File: src/design/ppc_pkg.sv
// Register indices, field positions, codes and states of the parallel port controller
package ppc_pkg;
	// Register indices; byte address is four times the index
	localparam logic [13:0] IDX_PAD_HIGH = 14'h0f57;
	localparam logic [13:0] IDX_WAIT = 14'h0f5c;
	localparam logic [13:0] IDX_MODE = 14'h0f5d;
	localparam logic [13:0] IDX_POL = 14'h0f5e;
	localparam logic [13:0] IDX_MAIN = 14'h0f5f;
	localparam logic [13:0] IDX_DATA = 14'h0f60;
	localparam logic [13:0] IDX_ADDR = 14'h0f61;
	localparam logic [7:0] RESET_VAL = 8'h00;
	// Main control fields
	localparam int MAIN_ON = 7;
	localparam int MAIN_IDLE = 5;
	localparam int MAIN_MUX = 3;
	localparam int MAIN_BE_ON = 2;
	localparam int MAIN_WR_ON = 1;
	localparam int MAIN_RD_ON = 0;
	localparam logic [7:0] MAIN_WMASK = 8'hbf;
	// Polarity control fields
	localparam int POL_CSF = 6;
	localparam int POL_AL = 5;
	localparam int POL_CS = 3;
	localparam int POL_BE = 2;
	localparam int POL_WR = 1;
	localparam int POL_RD = 0;
	localparam logic [7:0] POL_WMASK = 8'hef;
	// Mode fields
	localparam int MODE_BUSY = 7;
	localparam int MODE_IRQ = 5;
	localparam int MODE_STEP = 3;
	localparam int MODE_WIDE = 2;
	localparam int MODE_SEL = 0;
	localparam logic [7:0] MODE_WMASK = 8'h7f;
	// Wait fields
	localparam int WAIT_SETUP = 6;
	localparam int WAIT_STROBE = 2;
	localparam int WAIT_HOLD = 0;
	// Codes
	localparam logic [1:0] MODE_LEGACY = 2'h0;
	localparam logic [1:0] MODE_ENH = 2'h1;
	localparam logic [1:0] MODE_MASTER2 = 2'h2;
	localparam logic [1:0] MODE_MASTER1 = 2'h3;
	localparam logic [1:0] MUX_SEP = 2'h0;
	localparam logic [1:0] MUX_FULL = 2'h2;
	localparam logic [1:0] CSF_ON = 2'h2;
	localparam logic [1:0] IRQ_BUF3 = 2'h3;
	localparam logic [1:0] IRQ_STALL = 2'h2;
	localparam logic [1:0] IRQ_EACH = 2'h1;
	localparam logic [1:0] STEP_INC = 2'h1;
	localparam logic [1:0] STEP_DEC = 2'h2;
	localparam logic [1:0] STEP_BUF = 2'h3;
	localparam logic [1:0] RESP_OK = 2'h0;
	localparam logic [1:0] RESP_ERR = 2'h2;
	localparam logic [1:0] BUF_LAST = 2'h3;
	typedef enum logic [2:0] {
		PPC_IDLE, PPC_ADDR_LO, PPC_ADDR_HI, PPC_SETUP, PPC_STROBE, PPC_HOLD
	} ppc_state_t;
endpackage

File: src/design/ppc_port_ctrl.sv
// Parallel master/slave port: control registers, transfer sequencer and pad drive
//
// Contract
// RULE1: Module enable clear disables the port; no off-chip access happens.
// RULE2: Stop-in-idle set halts the module while the processor idles.
// RULE3: Mux code 10 all address on data pins, 01 low byte, 00 separate.
// RULE4: Byte-enable, write and read strobe pins connect only when their enable is set.
// RULE5: Chip-select code 10 drives chip select, address limited; 00 full address.
// RULE6: Latch, chip-select and byte-enable polarity bits: set means active-high.
// RULE7: Mode 11 polarity bits apply to enable and read/write strobes instead.
// RULE8: Latch and chip-select polarity ignored when those pins carry address.
// RULE9: Read-only busy flag shows a master transfer in progress.
// RULE10: Interrupt code 11 fires on buffer 3 or slave address 3 access.
// RULE11: Interrupt code 10 stalls processor, 01 interrupts each cycle, 00 nothing.
// RULE12: Step code 01 increments, 10 decrements address bits 15,13:0 per cycle.
// RULE13: Step code 11 in legacy slave mode auto-advances the slave buffers.
// RULE14: Wide mode makes each data register access two byte transfers.
// RULE15: Mode 11 master 1, 10 master 2, 01 enhanced slave, 00 legacy slave.
// RULE16: Setup wait gives 1 to 4 cycles of data setup and address phase.
// RULE17: Strobe wait adds 0 to 15 cycles; zero forces a one-cycle strobe.
// RULE18: Hold wait keeps data 1 to 4 cycles after the strobe.
// RULE19: Strobe wait zero makes setup and hold waits ignored.
// RULE20: Pad enables route pads 15:14 and 13:8 to the port, else general I/O.
// RULE21: All control fields reset to zero: disabled legacy slave, pads general I/O.
// RULE22: Unimplemented control bits read zero and are kept zero.
// RULE23: Legacy slave write with chip select captures data pins into input buffer one.
// RULE24: Configuration is taken at transfer start; later changes affect later transfers. Polarity bits and pin enables are not latched and act at once.
`timescale 1ns/100ps
module ppc_port_ctrl (
	input wire logic sys_clk,
	input wire logic rst_n,
	input wire logic [15:0] s_axi_awaddr,
	input wire logic s_axi_awvalid,
	output logic s_axi_awready,
	input wire logic [31:0] s_axi_wdata,
	input wire logic [3:0] s_axi_wstrb,
	input wire logic s_axi_wvalid,
	output logic s_axi_wready,
	output logic [1:0] s_axi_bresp,
	output logic s_axi_bvalid,
	input wire logic s_axi_bready,
	input wire logic [15:0] s_axi_araddr,
	input wire logic s_axi_arvalid,
	output logic s_axi_arready,
	output logic [31:0] s_axi_rdata,
	output logic [1:0] s_axi_rresp,
	output logic s_axi_rvalid,
	input wire logic s_axi_rready,
	input wire logic cpuIdle,
	input wire logic [7:0] portDataPinsIn,
	output logic [7:0] portDataPinsOut,
	output logic portDataPinsOe,
	output logic [7:0] portAddressPinsOut,
	output logic [7:0] portAddressPinsOe,
	input wire logic [1:0] slaveAddrIn,
	input wire logic chipSelectIn,
	input wire logic writeStrobeIn,
	output logic writeStrobeOut,
	output logic writeStrobeOe,
	input wire logic readStrobeIn,
	output logic readStrobeOut,
	output logic readStrobeOe,
	output logic byteEnableOut,
	output logic byteEnableOe,
	output logic addrLatchLowStrobe,
	output logic addrLatchHighStrobe,
	output logic portIrq,
	output logic cpuStall
);
	typedef struct packed {
		logic [7:0] mainCtl;
		logic [7:0] polCtl;
		logic [7:0] modeCfg;
		logic [7:0] waitCfg;
		logic [7:0] padEn;
		logic [15:0] addr;
		logic [15:0] dataOut;
		logic [15:0] dataIn;
		logic [3:0][7:0] inBuf;
		logic [3:0] inFull;
		logic [1:0] wrPtr;
		logic [1:0] rdPtr;
		ppc_pkg::ppc_state_t st;
		logic [3:0] cnt;
		logic isRead;
		logic second;
		logic [7:0] txMode;
		logic [7:0] txWait;
		logic [1:0] txMux;
		logic [1:0] txCsf;
		logic prevWr;
		logic prevRd;
		logic irq;
		logic awHeld;
		logic [13:0] awIdx;
		logic wHeld;
		logic [15:0] wData;
		logic [1:0] wStrb;
		logic bvalid;
		logic [1:0] bresp;
		logic rvalid;
		logic [15:0] rdata;
		logic [1:0] rresp;
	} ppc_regs_t;

	ppc_regs_t s_r;
	ppc_regs_t s_nxt;

	// Bits 15 and 13:0 step together; bit 14 may be a chip select and is left alone
	function automatic logic [15:0] stepAddr(input logic [15:0] a, input logic [1:0] m);
		logic [14:0] v;
		v = {a[15], a[13:0]};
		if (m == ppc_pkg::STEP_INC) begin
			v = v + 15'h0001;
		end else if (m == ppc_pkg::STEP_DEC) begin
			v = v - 15'h0001;
		end
		return {v[14], a[14], v[13:0]};
	endfunction

	// Phase length minus one; setup and address phases shrink to one cycle with a zero strobe wait
	function automatic logic [3:0] phaseLen(input ppc_pkg::ppc_state_t p, input logic [7:0] w);
		logic [3:0] sw;
		sw = w[ppc_pkg::WAIT_STROBE +: 4];
		case (p)
			ppc_pkg::PPC_STROBE: phaseLen = sw; // [RULE17]
			ppc_pkg::PPC_HOLD: phaseLen = {2'h0, w[ppc_pkg::WAIT_HOLD +: 2]}; // [RULE18]
			default: phaseLen = (sw == 4'h0) ? 4'h0 : {2'h0, w[ppc_pkg::WAIT_SETUP +: 2]}; // [RULE16]
		endcase
	endfunction

	function automatic ppc_pkg::ppc_state_t dataEntry(input logic [7:0] w);
		dataEntry = (w[ppc_pkg::WAIT_STROBE +: 4] == 4'h0) ? ppc_pkg::PPC_STROBE
			: ppc_pkg::PPC_SETUP; // [RULE19]
	endfunction

	logic on;
	logic halted;
	logic master;
	logic active;
	logic busy;
	logic [1:0] irqMode;
	logic [1:0] stepMode;
	logic [15:0] addrOut;
	logic csLvl;
	logic slaveOn;
	logic wrAct;
	logic rdAct;
	logic wrEv;
	logic rdEv;
	logic doWrite;
	logic endTx;
	logic advance;
	logic [1:0] slot;
	logic [13:0] rIdx;
	ppc_pkg::ppc_state_t nx;

	assign on = s_r.mainCtl[ppc_pkg::MAIN_ON];
	assign halted = s_r.mainCtl[ppc_pkg::MAIN_IDLE] && cpuIdle; // [RULE2]
	assign master = s_r.modeCfg[ppc_pkg::MODE_SEL + 1]; // [RULE15]
	assign active = on && (s_r.st != ppc_pkg::PPC_IDLE);
	assign busy = s_r.st != ppc_pkg::PPC_IDLE; // [RULE9]
	assign irqMode = s_r.modeCfg[ppc_pkg::MODE_IRQ +: 2];
	assign stepMode = s_r.modeCfg[ppc_pkg::MODE_STEP +: 2];
	assign slaveOn = on && !master && !halted;
	// Slave strobe inputs are matched against the same polarity bits as outputs
	assign wrAct = slaveOn && (chipSelectIn == s_r.polCtl[ppc_pkg::POL_CS])
		&& (writeStrobeIn == s_r.polCtl[ppc_pkg::POL_WR]);
	assign rdAct = slaveOn && (chipSelectIn == s_r.polCtl[ppc_pkg::POL_CS])
		&& (readStrobeIn == s_r.polCtl[ppc_pkg::POL_RD]);
	assign wrEv = wrAct && !s_r.prevWr;
	assign rdEv = rdAct && !s_r.prevRd;
	assign slot = (s_r.modeCfg[1:0] == ppc_pkg::MODE_ENH) ? slaveAddrIn
		: ((stepMode == ppc_pkg::STEP_BUF) ? s_r.wrPtr : 2'h0);
	assign doWrite = s_r.awHeld && s_r.wHeld;
	assign rIdx = s_axi_araddr[15:2];

	// Address limited to bits 13:0 while chip select owns pad 14
	assign addrOut = (s_r.txCsf == ppc_pkg::CSF_ON) ? {2'h0, s_r.addr[13:0]} : s_r.addr; // [RULE5]
	assign csLvl = ~((active && s_r.addr[14]) ^ s_r.polCtl[ppc_pkg::POL_CS]); // [RULE6]

	always_comb begin
		s_nxt = s_r;
		s_nxt.irq = 1'b0;
		s_nxt.prevWr = wrAct;
		s_nxt.prevRd = rdAct;
		endTx = 1'b0;
		advance = 1'b0;
		nx = ppc_pkg::PPC_IDLE;

		// Register write: address and data may arrive in either order
		if (s_axi_awvalid && s_axi_awready) begin
			s_nxt.awHeld = 1'b1;
			s_nxt.awIdx = s_axi_awaddr[15:2];
		end
		if (s_axi_wvalid && s_axi_wready) begin
			s_nxt.wHeld = 1'b1;
			s_nxt.wData = s_axi_wdata[15:0];
			s_nxt.wStrb = s_axi_wstrb[1:0];
		end
		if (s_r.bvalid && s_axi_bready) begin
			s_nxt.bvalid = 1'b0;
		end
		if (doWrite) begin
			s_nxt.awHeld = 1'b0;
			s_nxt.wHeld = 1'b0;
			s_nxt.bvalid = 1'b1;
			s_nxt.bresp = ppc_pkg::RESP_OK;
			if (s_r.wStrb[0]) begin
				case (s_r.awIdx)
					ppc_pkg::IDX_MAIN: s_nxt.mainCtl = s_r.wData[7:0] & ppc_pkg::MAIN_WMASK; // [RULE22]
					ppc_pkg::IDX_POL: s_nxt.polCtl = s_r.wData[7:0] & ppc_pkg::POL_WMASK; // [RULE22]
					ppc_pkg::IDX_MODE: s_nxt.modeCfg = s_r.wData[7:0] & ppc_pkg::MODE_WMASK;
					ppc_pkg::IDX_WAIT: s_nxt.waitCfg = s_r.wData[7:0];
					ppc_pkg::IDX_PAD_HIGH: s_nxt.padEn = s_r.wData[7:0]; // [RULE20]
					ppc_pkg::IDX_DATA: s_nxt.dataOut[7:0] = s_r.wData[7:0];
					ppc_pkg::IDX_ADDR: s_nxt.addr[7:0] = s_r.wData[7:0];
					default: s_nxt.bresp = ppc_pkg::RESP_ERR;
				endcase
			end
			if (s_r.wStrb[1] && s_r.awIdx == ppc_pkg::IDX_DATA) begin
				s_nxt.dataOut[15:8] = s_r.wData[15:8];
			end
			if (s_r.wStrb[1] && s_r.awIdx == ppc_pkg::IDX_ADDR) begin
				s_nxt.addr[15:8] = s_r.wData[15:8];
			end
			if (!(s_r.awIdx inside {ppc_pkg::IDX_MAIN, ppc_pkg::IDX_POL, ppc_pkg::IDX_MODE,
					ppc_pkg::IDX_WAIT, ppc_pkg::IDX_PAD_HIGH, ppc_pkg::IDX_DATA,
					ppc_pkg::IDX_ADDR})) begin
				s_nxt.bresp = ppc_pkg::RESP_ERR;
			end
		end

		// Register read
		if (s_r.rvalid && s_axi_rready) begin
			s_nxt.rvalid = 1'b0;
		end
		if (s_axi_arvalid && s_axi_arready) begin
			s_nxt.rvalid = 1'b1;
			s_nxt.rresp = ppc_pkg::RESP_OK;
			s_nxt.rdata = 16'h0000;
			case (rIdx)
				ppc_pkg::IDX_MAIN: s_nxt.rdata[7:0] = s_r.mainCtl;
				ppc_pkg::IDX_POL: s_nxt.rdata[7:0] = s_r.polCtl;
				ppc_pkg::IDX_MODE: s_nxt.rdata[7:0] = {master && busy, s_r.modeCfg[6:0]}; // [RULE9]
				ppc_pkg::IDX_WAIT: s_nxt.rdata[7:0] = s_r.waitCfg;
				ppc_pkg::IDX_PAD_HIGH: s_nxt.rdata[7:0] = s_r.padEn;
				ppc_pkg::IDX_ADDR: s_nxt.rdata = s_r.addr;
				ppc_pkg::IDX_DATA: begin
					if (master) begin
						s_nxt.rdata = s_r.dataIn;
					end else begin
						s_nxt.rdata[7:0] = s_r.inBuf[s_r.rdPtr];
						s_nxt.inFull[s_r.rdPtr] = 1'b0;
						if (stepMode == ppc_pkg::STEP_BUF && s_r.modeCfg[1:0] == ppc_pkg::MODE_LEGACY) begin
							s_nxt.rdPtr = s_r.rdPtr + 2'h1; // [RULE13]
						end
					end
				end
				default: s_nxt.rresp = ppc_pkg::RESP_ERR;
			endcase
		end

		// Slave side: hardware set follows the software clear above, so it wins
		if (wrEv) begin
			s_nxt.inBuf[slot] = portDataPinsIn; // [RULE23]
			s_nxt.inFull[slot] = 1'b1;
			if (s_r.modeCfg[1:0] == ppc_pkg::MODE_LEGACY && stepMode == ppc_pkg::STEP_BUF) begin
				s_nxt.wrPtr = s_r.wrPtr + 2'h1; // [RULE13]
			end
		end
		if ((wrEv || rdEv) && ((irqMode == ppc_pkg::IRQ_EACH)
				|| (irqMode == ppc_pkg::IRQ_BUF3 && slot == ppc_pkg::BUF_LAST))) begin
			s_nxt.irq = 1'b1; // [RULE10] [RULE11]
		end

		// Master transfer start; a busy port ignores the access
		if (on && master && !busy && !halted) begin
			if ((doWrite && s_r.awIdx == ppc_pkg::IDX_DATA)
					|| (s_axi_arvalid && s_axi_arready && rIdx == ppc_pkg::IDX_DATA)) begin
				s_nxt.isRead = !(doWrite && s_r.awIdx == ppc_pkg::IDX_DATA);
				s_nxt.txMode = s_r.modeCfg; // [RULE24]
				s_nxt.txWait = s_r.waitCfg;
				s_nxt.txMux = s_r.mainCtl[ppc_pkg::MAIN_MUX +: 2];
				s_nxt.txCsf = s_r.polCtl[ppc_pkg::POL_CSF +: 2];
				s_nxt.second = 1'b0;
				nx = (s_r.mainCtl[ppc_pkg::MAIN_MUX +: 2] == ppc_pkg::MUX_SEP)
					? dataEntry(s_r.waitCfg) : ppc_pkg::PPC_ADDR_LO; // [RULE3]
				s_nxt.st = nx;
				s_nxt.cnt = phaseLen(nx, s_r.waitCfg);
			end
		end

		// Sequencer; frozen while halted in idle
		if (busy && !halted) begin
			if (s_r.cnt != 4'h0) begin
				s_nxt.cnt = s_r.cnt - 4'h1;
			end else begin
				advance = 1'b1;
				case (s_r.st)
					ppc_pkg::PPC_ADDR_LO: nx = (s_r.txMux == ppc_pkg::MUX_FULL)
						? ppc_pkg::PPC_ADDR_HI : dataEntry(s_r.txWait); // [RULE3]
					ppc_pkg::PPC_ADDR_HI: nx = dataEntry(s_r.txWait);
					ppc_pkg::PPC_SETUP: nx = ppc_pkg::PPC_STROBE;
					ppc_pkg::PPC_STROBE: begin
						if (s_r.isRead) begin
							if (s_r.second) begin
								s_nxt.dataIn[15:8] = portDataPinsIn;
							end else begin
								s_nxt.dataIn[7:0] = portDataPinsIn;
							end
						end
						if (s_r.txWait[ppc_pkg::WAIT_STROBE +: 4] != 4'h0) begin
							nx = ppc_pkg::PPC_HOLD; // [RULE19]
						end else begin
							endTx = 1'b1;
						end
					end
					ppc_pkg::PPC_HOLD: endTx = 1'b1;
					default: nx = ppc_pkg::PPC_IDLE;
				endcase
				if (endTx && s_r.txMode[ppc_pkg::MODE_WIDE] && !s_r.second) begin
					s_nxt.second = 1'b1; // [RULE14]
					nx = dataEntry(s_r.txWait);
					endTx = 1'b0;
				end
				if (endTx) begin
					s_nxt.addr = stepAddr(s_r.addr, s_r.txMode[ppc_pkg::MODE_STEP +: 2]); // [RULE12]
					s_nxt.irq = (s_r.txMode[ppc_pkg::MODE_IRQ +: 2] == ppc_pkg::IRQ_EACH); // [RULE11]
				end
				s_nxt.st = nx;
				s_nxt.cnt = phaseLen(nx, s_r.txWait);
			end
		end

		if (!on) begin
			s_nxt.st = ppc_pkg::PPC_IDLE; // [RULE1]
			s_nxt.cnt = 4'h0;
		end
	end

	always_ff @(posedge sys_clk or negedge rst_n) begin
		if (!rst_n) begin
			s_r <= '0; // [RULE21]
		end else begin
			s_r <= s_nxt;
		end
	end

	// Bus handshakes
	assign s_axi_awready = !s_r.awHeld && !s_r.bvalid;
	assign s_axi_wready = !s_r.wHeld && !s_r.bvalid;
	assign s_axi_bvalid = s_r.bvalid;
	assign s_axi_bresp = s_r.bresp;
	assign s_axi_arready = !s_r.rvalid;
	assign s_axi_rvalid = s_r.rvalid;
	assign s_axi_rdata = {16'h0000, s_r.rdata};
	assign s_axi_rresp = s_r.rresp;
	assign portIrq = s_r.irq;
	assign cpuStall = busy && (s_r.txMode[ppc_pkg::MODE_IRQ +: 2] == ppc_pkg::IRQ_STALL); // [RULE11]

	// Pad drive
	always_comb begin
		portDataPinsOut = s_r.addr[7:0];
		if (s_r.st == ppc_pkg::PPC_ADDR_LO) begin
			portDataPinsOut = addrOut[7:0]; // [RULE3]
		end else if (s_r.st == ppc_pkg::PPC_ADDR_HI) begin
			portDataPinsOut = addrOut[15:8];
		end else if (master) begin
			portDataPinsOut = s_r.second ? s_r.dataOut[15:8] : s_r.dataOut[7:0];
		end
		portDataPinsOe = (active && (!s_r.isRead || s_r.st == ppc_pkg::PPC_ADDR_LO
			|| s_r.st == ppc_pkg::PPC_ADDR_HI)) || rdAct; // [RULE1]
		portAddressPinsOut = {addrOut[15],
			(s_r.txCsf == ppc_pkg::CSF_ON) ? csLvl : addrOut[14], addrOut[13:8]}; // [RULE8]
		portAddressPinsOe = (on && master) ? s_r.padEn : 8'h00; // [RULE20]
		if (s_r.txMode[1:0] == ppc_pkg::MODE_MASTER1) begin
			writeStrobeOut = ~((active && s_r.st == ppc_pkg::PPC_STROBE)
				^ s_r.polCtl[ppc_pkg::POL_WR]); // [RULE7]
			readStrobeOut = ~((active && s_r.isRead) ^ s_r.polCtl[ppc_pkg::POL_RD]);
		end else begin
			writeStrobeOut = ~((active && s_r.st == ppc_pkg::PPC_STROBE && !s_r.isRead)
				^ s_r.polCtl[ppc_pkg::POL_WR]); // [RULE7]
			readStrobeOut = ~((active && s_r.st == ppc_pkg::PPC_STROBE && s_r.isRead)
				^ s_r.polCtl[ppc_pkg::POL_RD]);
		end
		writeStrobeOe = on && master && s_r.mainCtl[ppc_pkg::MAIN_WR_ON]; // [RULE4]
		readStrobeOe = on && master && s_r.mainCtl[ppc_pkg::MAIN_RD_ON];
		byteEnableOut = ~((active && s_r.txMode[ppc_pkg::MODE_WIDE])
			^ s_r.polCtl[ppc_pkg::POL_BE]); // [RULE6]
		byteEnableOe = on && master && s_r.mainCtl[ppc_pkg::MAIN_BE_ON]; // [RULE4]
		if (s_r.txMux == ppc_pkg::MUX_SEP) begin
			addrLatchLowStrobe = s_r.addr[0]; // [RULE8]
			addrLatchHighStrobe = s_r.addr[1];
		end else begin
			addrLatchLowStrobe = ~((active && s_r.st == ppc_pkg::PPC_ADDR_LO)
				^ s_r.polCtl[ppc_pkg::POL_AL]); // [RULE6]
			addrLatchHighStrobe = ~((active && s_r.st == ppc_pkg::PPC_ADDR_HI)
				^ s_r.polCtl[ppc_pkg::POL_AL]);
		end
	end
endmodule

File: config.mk
export PLATFORM = sky130hd
export DESIGN_NAME = ppc_port_ctrl
export DESIGN_NICKNAME = d
export VERILOG_FILES = /design/src/design/ppc_pkg.sv /design/src/design/ppc_port_ctrl.sv
export SDC_FILE = /design/constraint.sdc
export NUM_CORES = 1
export LEC_CHECK = 0
export ABC_AREA = 1
export BUFFER_PORTS_ARGS = -buffer_cell sky130_fd_sc_hd__buf_2
export CAP_MARGIN = 15
export CORE_ASPECT_RATIO = 0.6
export CORE_MARGIN = 2
export CORE_UTILIZATION = 50
export DETAILED_ROUTE_END_ITERATION = 6
export PLACE_DENSITY = 0.82
export SLEW_MARGIN = 20
export SYNTH_ARGS = -nofsm -noshare
export SYNTH_HDL_FRONTEND = slang
export SYNTH_SLANG_ARGS = --single-unit
File: constraint.sdc
create_clock -name sys_clk -period 6.3 [get_ports sys_clk]
set_clock_uncertainty 0.1 [all_clocks]
set_input_delay 1.26 -clock sys_clk [delete_from_list [all_inputs] [get_ports sys_clk]]
set_output_delay 1.26 -clock sys_clk [all_outputs]
set_load 0.1 [all_outputs]
======== After elaboration in Yosys (flattened, before gate mapping) ========
Index checks and enable logic that the tools add are counted.
storage, ports and cells
  output and inout bits ................... 76
  bits in registers ....................... 208
cells by class
  $lt $le $gt $ge ......................... 3
  mux-type cells .......................... 81
  equality and inequality tests ........... 42
  bitwise operators ....................... 19
  add/subtract/negate cells ............... 5
  reduce and logical (&&, ||, !) cells .... 91
operators with widths
  cell                     number
  $eq A14 B12 Y1 const B   14
  $mux W8                  15
  $mux W16                 4
  $mux W29                 2
  $pmux W8 S7              1
  $logic_and A1 B1 Y1      45
  $mux W15                 3
  $mux W19                 2
  $mux W3                  12
  $bwmux W32               1
  $mux W32                 1
  $mux W1                  22
  $eq A3 B3 Y1 const B     6
  $reduce_and A3 Y1        6
  $bmux W8 S2              1
  $demux W8 S2             1
  $eq A2 B2 Y1 const B     8
  $mux W2                  8
  $pmux W4 S2              2
  $pmux W8 S2              1
  $add A15 B1 Y15 const B  1
  $pmux W3 S5              1
  $sub A15 B1 Y15 const B  1
  $mux W7                  2
  other kinds (27)         81

======== Longest topological paths before layout ========
  word-level depth ........................ 16
  depth in mapped cells ................... 14

======== Worst setup path before layout ========
OpenSTA, ideal clock, no wires.
  path type ............................... reg2out
  from .................................... register s_r[86] (netlist name)
  to ...................................... output portDataPinsOe
  setup slack ............................. 1.823 ns
  arrival ................................. 3.117 ns
  path buffers ............................ 1
  cell stages (with the launch flop) ...... 8
  cell sequence ........................... dfrtp_1 > inv_1 > nor2_1 > nand2_1 > inv_2 > buf_2 > nor3_1 > o21ai_0
on the way
  cells in the longest elaborated chain, start to end .. 5
RTL lines
  element                 line                  text
  start, declared         ppc_port_ctrl.sv:106  ppc_regs_t s_r;
  start signal, assigned  ppc_port_ctrl.sv:346  s_r <= s_nxt;
  $eq A3 B1 Y1            ppc_port_ctrl.sv:372  portDataPinsOe = (active && (!s_r.isRead || s_r.st == ppc_pkg::PPC_ADDR_LO
  $logic_or A1 B1 Y1      ppc_port_ctrl.sv:372
  $logic_or A1 B1 Y1      ppc_port_ctrl.sv:373  || s_r.st == ppc_pkg::PPC_ADDR_HI)) || rdAct;
  $logic_and A1 B1 Y1 *   ppc_port_ctrl.sv:372
  $logic_or A1 B1 Y1 *    ppc_port_ctrl.sv:373
  end, declared           ppc_port_ctrl.sv:52   output logic portDataPinsOe,
Mark *: on every way between the ends. The rest lies on a longest branch, timed or not.

======== Final worst setup path ========
  from .................................... input cpuIdle
  to ...................................... output portDataPinsOe
on the way
  cells in the longest elaborated chain, start to end .. 6
RTL lines
  element              line                  text
  start, declared      ppc_port_ctrl.sv:49   input wire logic cpuIdle,
  $logic_and A1 B1 Y1  ppc_port_ctrl.sv:159  assign halted = s_r.mainCtl[ppc_pkg::MAIN_IDLE] && cpuIdle;
  $logic_not A1 Y1     ppc_port_ctrl.sv:165  assign slaveOn = on && !master && !halted;
  $logic_and A1 B1 Y1  ppc_port_ctrl.sv:165
  $logic_and A1 B1 Y1  ppc_port_ctrl.sv:169  assign rdAct = slaveOn && (chipSelectIn == s_r.polCtl[ppc_pkg::POL_CS])
  $logic_and A1 B1 Y1  ppc_port_ctrl.sv:170  && (readStrobeIn == s_r.polCtl[ppc_pkg::POL_RD]);
  $logic_or A1 B1 Y1   ppc_port_ctrl.sv:373
Every way passes these cells.

==> flow_summary.ini <==
[power_and_ir_drop]
power-per-cell-area_nw_per_um2 = 268
combPwrFrac_pct = 17.9
leakagePower_nw = 6.13
power.switching_w = 0.00111
p_sw_share_pct = 32.8
clkPwrFrac_pct = 36.9
internal_power_w = 0.00227
seqPwrFrac_pct = 45.2
totalPowerFinal_w = 0.00339
ir_drop_mv = 0.336

[grt]
grt_first_pass_wirelength_um = 55400
use_met3_pct = 11.0
use_met2_pct = 41.0
grt_busiest_layer = met1
antenna_found_initial = 0
grt_use_met1_pct = 47.0
grt_pass1_vias = 9744
grt_max_degree = 115
grtUsageTotal_pct = 30.5
grt_overflow = 0

[detailed_routing]
vias = 10600
post-route-drc-count = 0
drt_iter0_drc = 1186
first_pass_iters = 6
finalWirelength_um = 35800
vias_per_cell = 5.59
routedWlPerCell_um = 18.8
antenna_left = 0

[critical_path]
r2r-end = s_r[166]
worst-r2r-cell-count = 13
criticalPathCategory = input port to output port
endpoint_kind = output port
critPathArrivalTime_ns = 2.70
r2r_slack_ns = 3.42
startpoint_type = input port
worst-path-max-fanout = 4
r2r-start = s_r[74]
cp.required_ns = 4.94

[yosys]
synth_edf_count = 0
yosys.area.top_type_share_pct = 45.4
ys_ff_latch = 206
async_flop_share_pct = 100
synth_warnings = 0
syn_area_um2 = 11400
synthFlopType = dfrtp_1
synth.distinct_cells = 51
yosys.area.top_type = dfrtp_1
yosysSeqAreaShare_pct = 45.4
postSynthAreaPerCell_um2 = 7.59
synth_cells = 1497
synth_area_leaders = dfrtp_1 45%, nand2_1 12%, inv_1 5.7%, nor2_1 5.4%, o21ai_0 4.8%

[clock_tree]
ctsHoldBuffers = 0
cts_tree = built
cts_buffer_depth = 3
cts_resized = 0
cts-root-buf = clkbuf_16
cts.clk_slew.worst_paths_ns = 0.06
clock_latency_ns = 0.51
cts_inserted_buffers = 21
cts_setup_buffers = 0
clock_sinks = 206
ctsHtreeMaxLevel = 1

[sta]
slew_headroom_pct = 29.0
finalSetupTns_ns = 0
finalWorstSetupSlack_ns = 2.24
final_hold_viol_count = 0
setup_viol = 0
holdWs_ns = 0.380
finalCritPeriodShare_pct = 64.5
drv_slew = 0
timing.fmax_mhz = 246
rsz0062_at_grt = no
period_needed_ns = 4.06
tightest_slew_ns = 1.06

[cells_and_area]
fin_util_pct = 56.9
layout_common_cells = 361 x nand2_1, 206 x dfrtp_1, 172 x inv_1
diodes = 0
layout-drive-gt1-share_pct = 12.7
fill_cells = 2086
area_delta_synth_final_pct = 11.1
seq_area_um2 = 5150
nNetsFinal = 1687
final_common_cell = nand2_1
multiInputGateArea_um2 = 5060

[floorplan]
fp-row-count = 42
die_w_um = 199
die_area_um2 = 24000
die_h_um = 121
ios = 165
coreArea_um2 = 22200
initial_utilization_pct = 51.2

[placement]
gp_congestion = 1.01
io_buffers = 124
dpl_worst_slack_ns = 2.26
place_hpwl_um = 27300

[status]
outcome = completed

[hold_path]
hp-start = s_axi_rdata[0]
whs_endpoint = s_axi_rdata[0]
hold_depth = 2
hold_class = register to register

[flow_run]
drv_cap = 0
[metrics by stage]
step / instances / cell area, um2
6_report: 1902 / 12600
3_5_place_dp: 1868 / 12000
3_3_place_gp: 1868 / 12000
5_1_grt: 1902 / 12600
4_1_cts: 1902 / 12600
2_1_floorplan: 1514 / 11400
[layer usage]
metal	part of all wire (%)	routed length, um
met1	46	16600
met2	39	14100
met3	13	4480
met4	1.6	584
met5	0	0
[flip-flops by register name, summed over array words and instances, names as in the netlist]
| register | count |
|---|---|
| s_r | 181 |
| s_axi_rdata | 16 |
| irqMode | 2 |
| master | 1 |
| on | 1 |
| portIrq | 1 |
| s_axi_bresp | 1 |
| s_axi_bvalid | 1 |
| s_axi_rresp | 1 |
| s_axi_rvalid | 1 |
[worst max path at each step]
stage / start / end / depth (start not counted)
6_report: cpuIdle / portDataPinsOe / 7
5_1_grt: cpuIdle / portDataPinsOe / 7
4_1_cts: cpuIdle / portDataPinsOe / 7
3_5_place_dp: cpuIdle / portDataPinsOe / 7
3_3_place_gp: cpuIdle / portDataPinsOe / 7
2_1_floorplan: s_r[86] / portDataPinsOe / 7
[cells in the mapped netlist (all sizes together), types with 6 or more instances]
master and number:
a211oi 7, nor3 17, dfrtp 206, nand2 371, a31oi 7, o22ai 11
inv 180, ha 14, mux2 6, o21ai 162, nand4 20, a21oi 85
buf 67, xor2 12, nor2 170, clkbuf 15, nand3 108, o311ai 7
[cell type report]
| cell class | instances | share of cell area [%] |
|---|---|---|
| Sequential cell | 206 | 40.8 |
| Multi-Input combinational cell | 1042 | 40.1 |
| Inverter | 184 | 5.48 |
| Timing Repair Buffer | 128 | 5.23 |
| Clock buffer | 27 | 4.50 |
| Tap cell | 308 | 3.05 |
| Clock inverter | 7 | 0.773 |
[power by group through the flow]
stage               clock, W  sequential [W]  combinational (W)
finish               0.00125         0.00153           0.000607
global route         0.00131         0.00154           0.000657
CTS                  0.00126         0.00152           0.000605
detailed placement         0         0.00154           0.000601
global placement           0         0.00154           0.000583
floorplan                  0         0.00153           0.000418
[cell families (layout without fill, tap and decap cells)]
group	count (synthesis)	after routing	synth area share (%)
other	1	18	0.0330
AO/OA/AOI/OAI	289	289	13.7
adder cells (fa/ha/maj)	15	15	1.72
flip-flops	206	206	45.4
buffers and inverters	266	346	10.6
XOR/XNOR	17	17	1.31
AND/OR/NAND/NOR	697	697	26.7
multiplexers	6	6	0.595
[worst max-delay path, cell delays in order]
cell,delay [ns]
buf_2,0.11
nand2_1,0.19
nand3_1,0.11
nor2_1,0.19
nand2_1,0.17
o21ai_0,0.18
buf_2,0.49
Power figures use the tool's default switching activity.
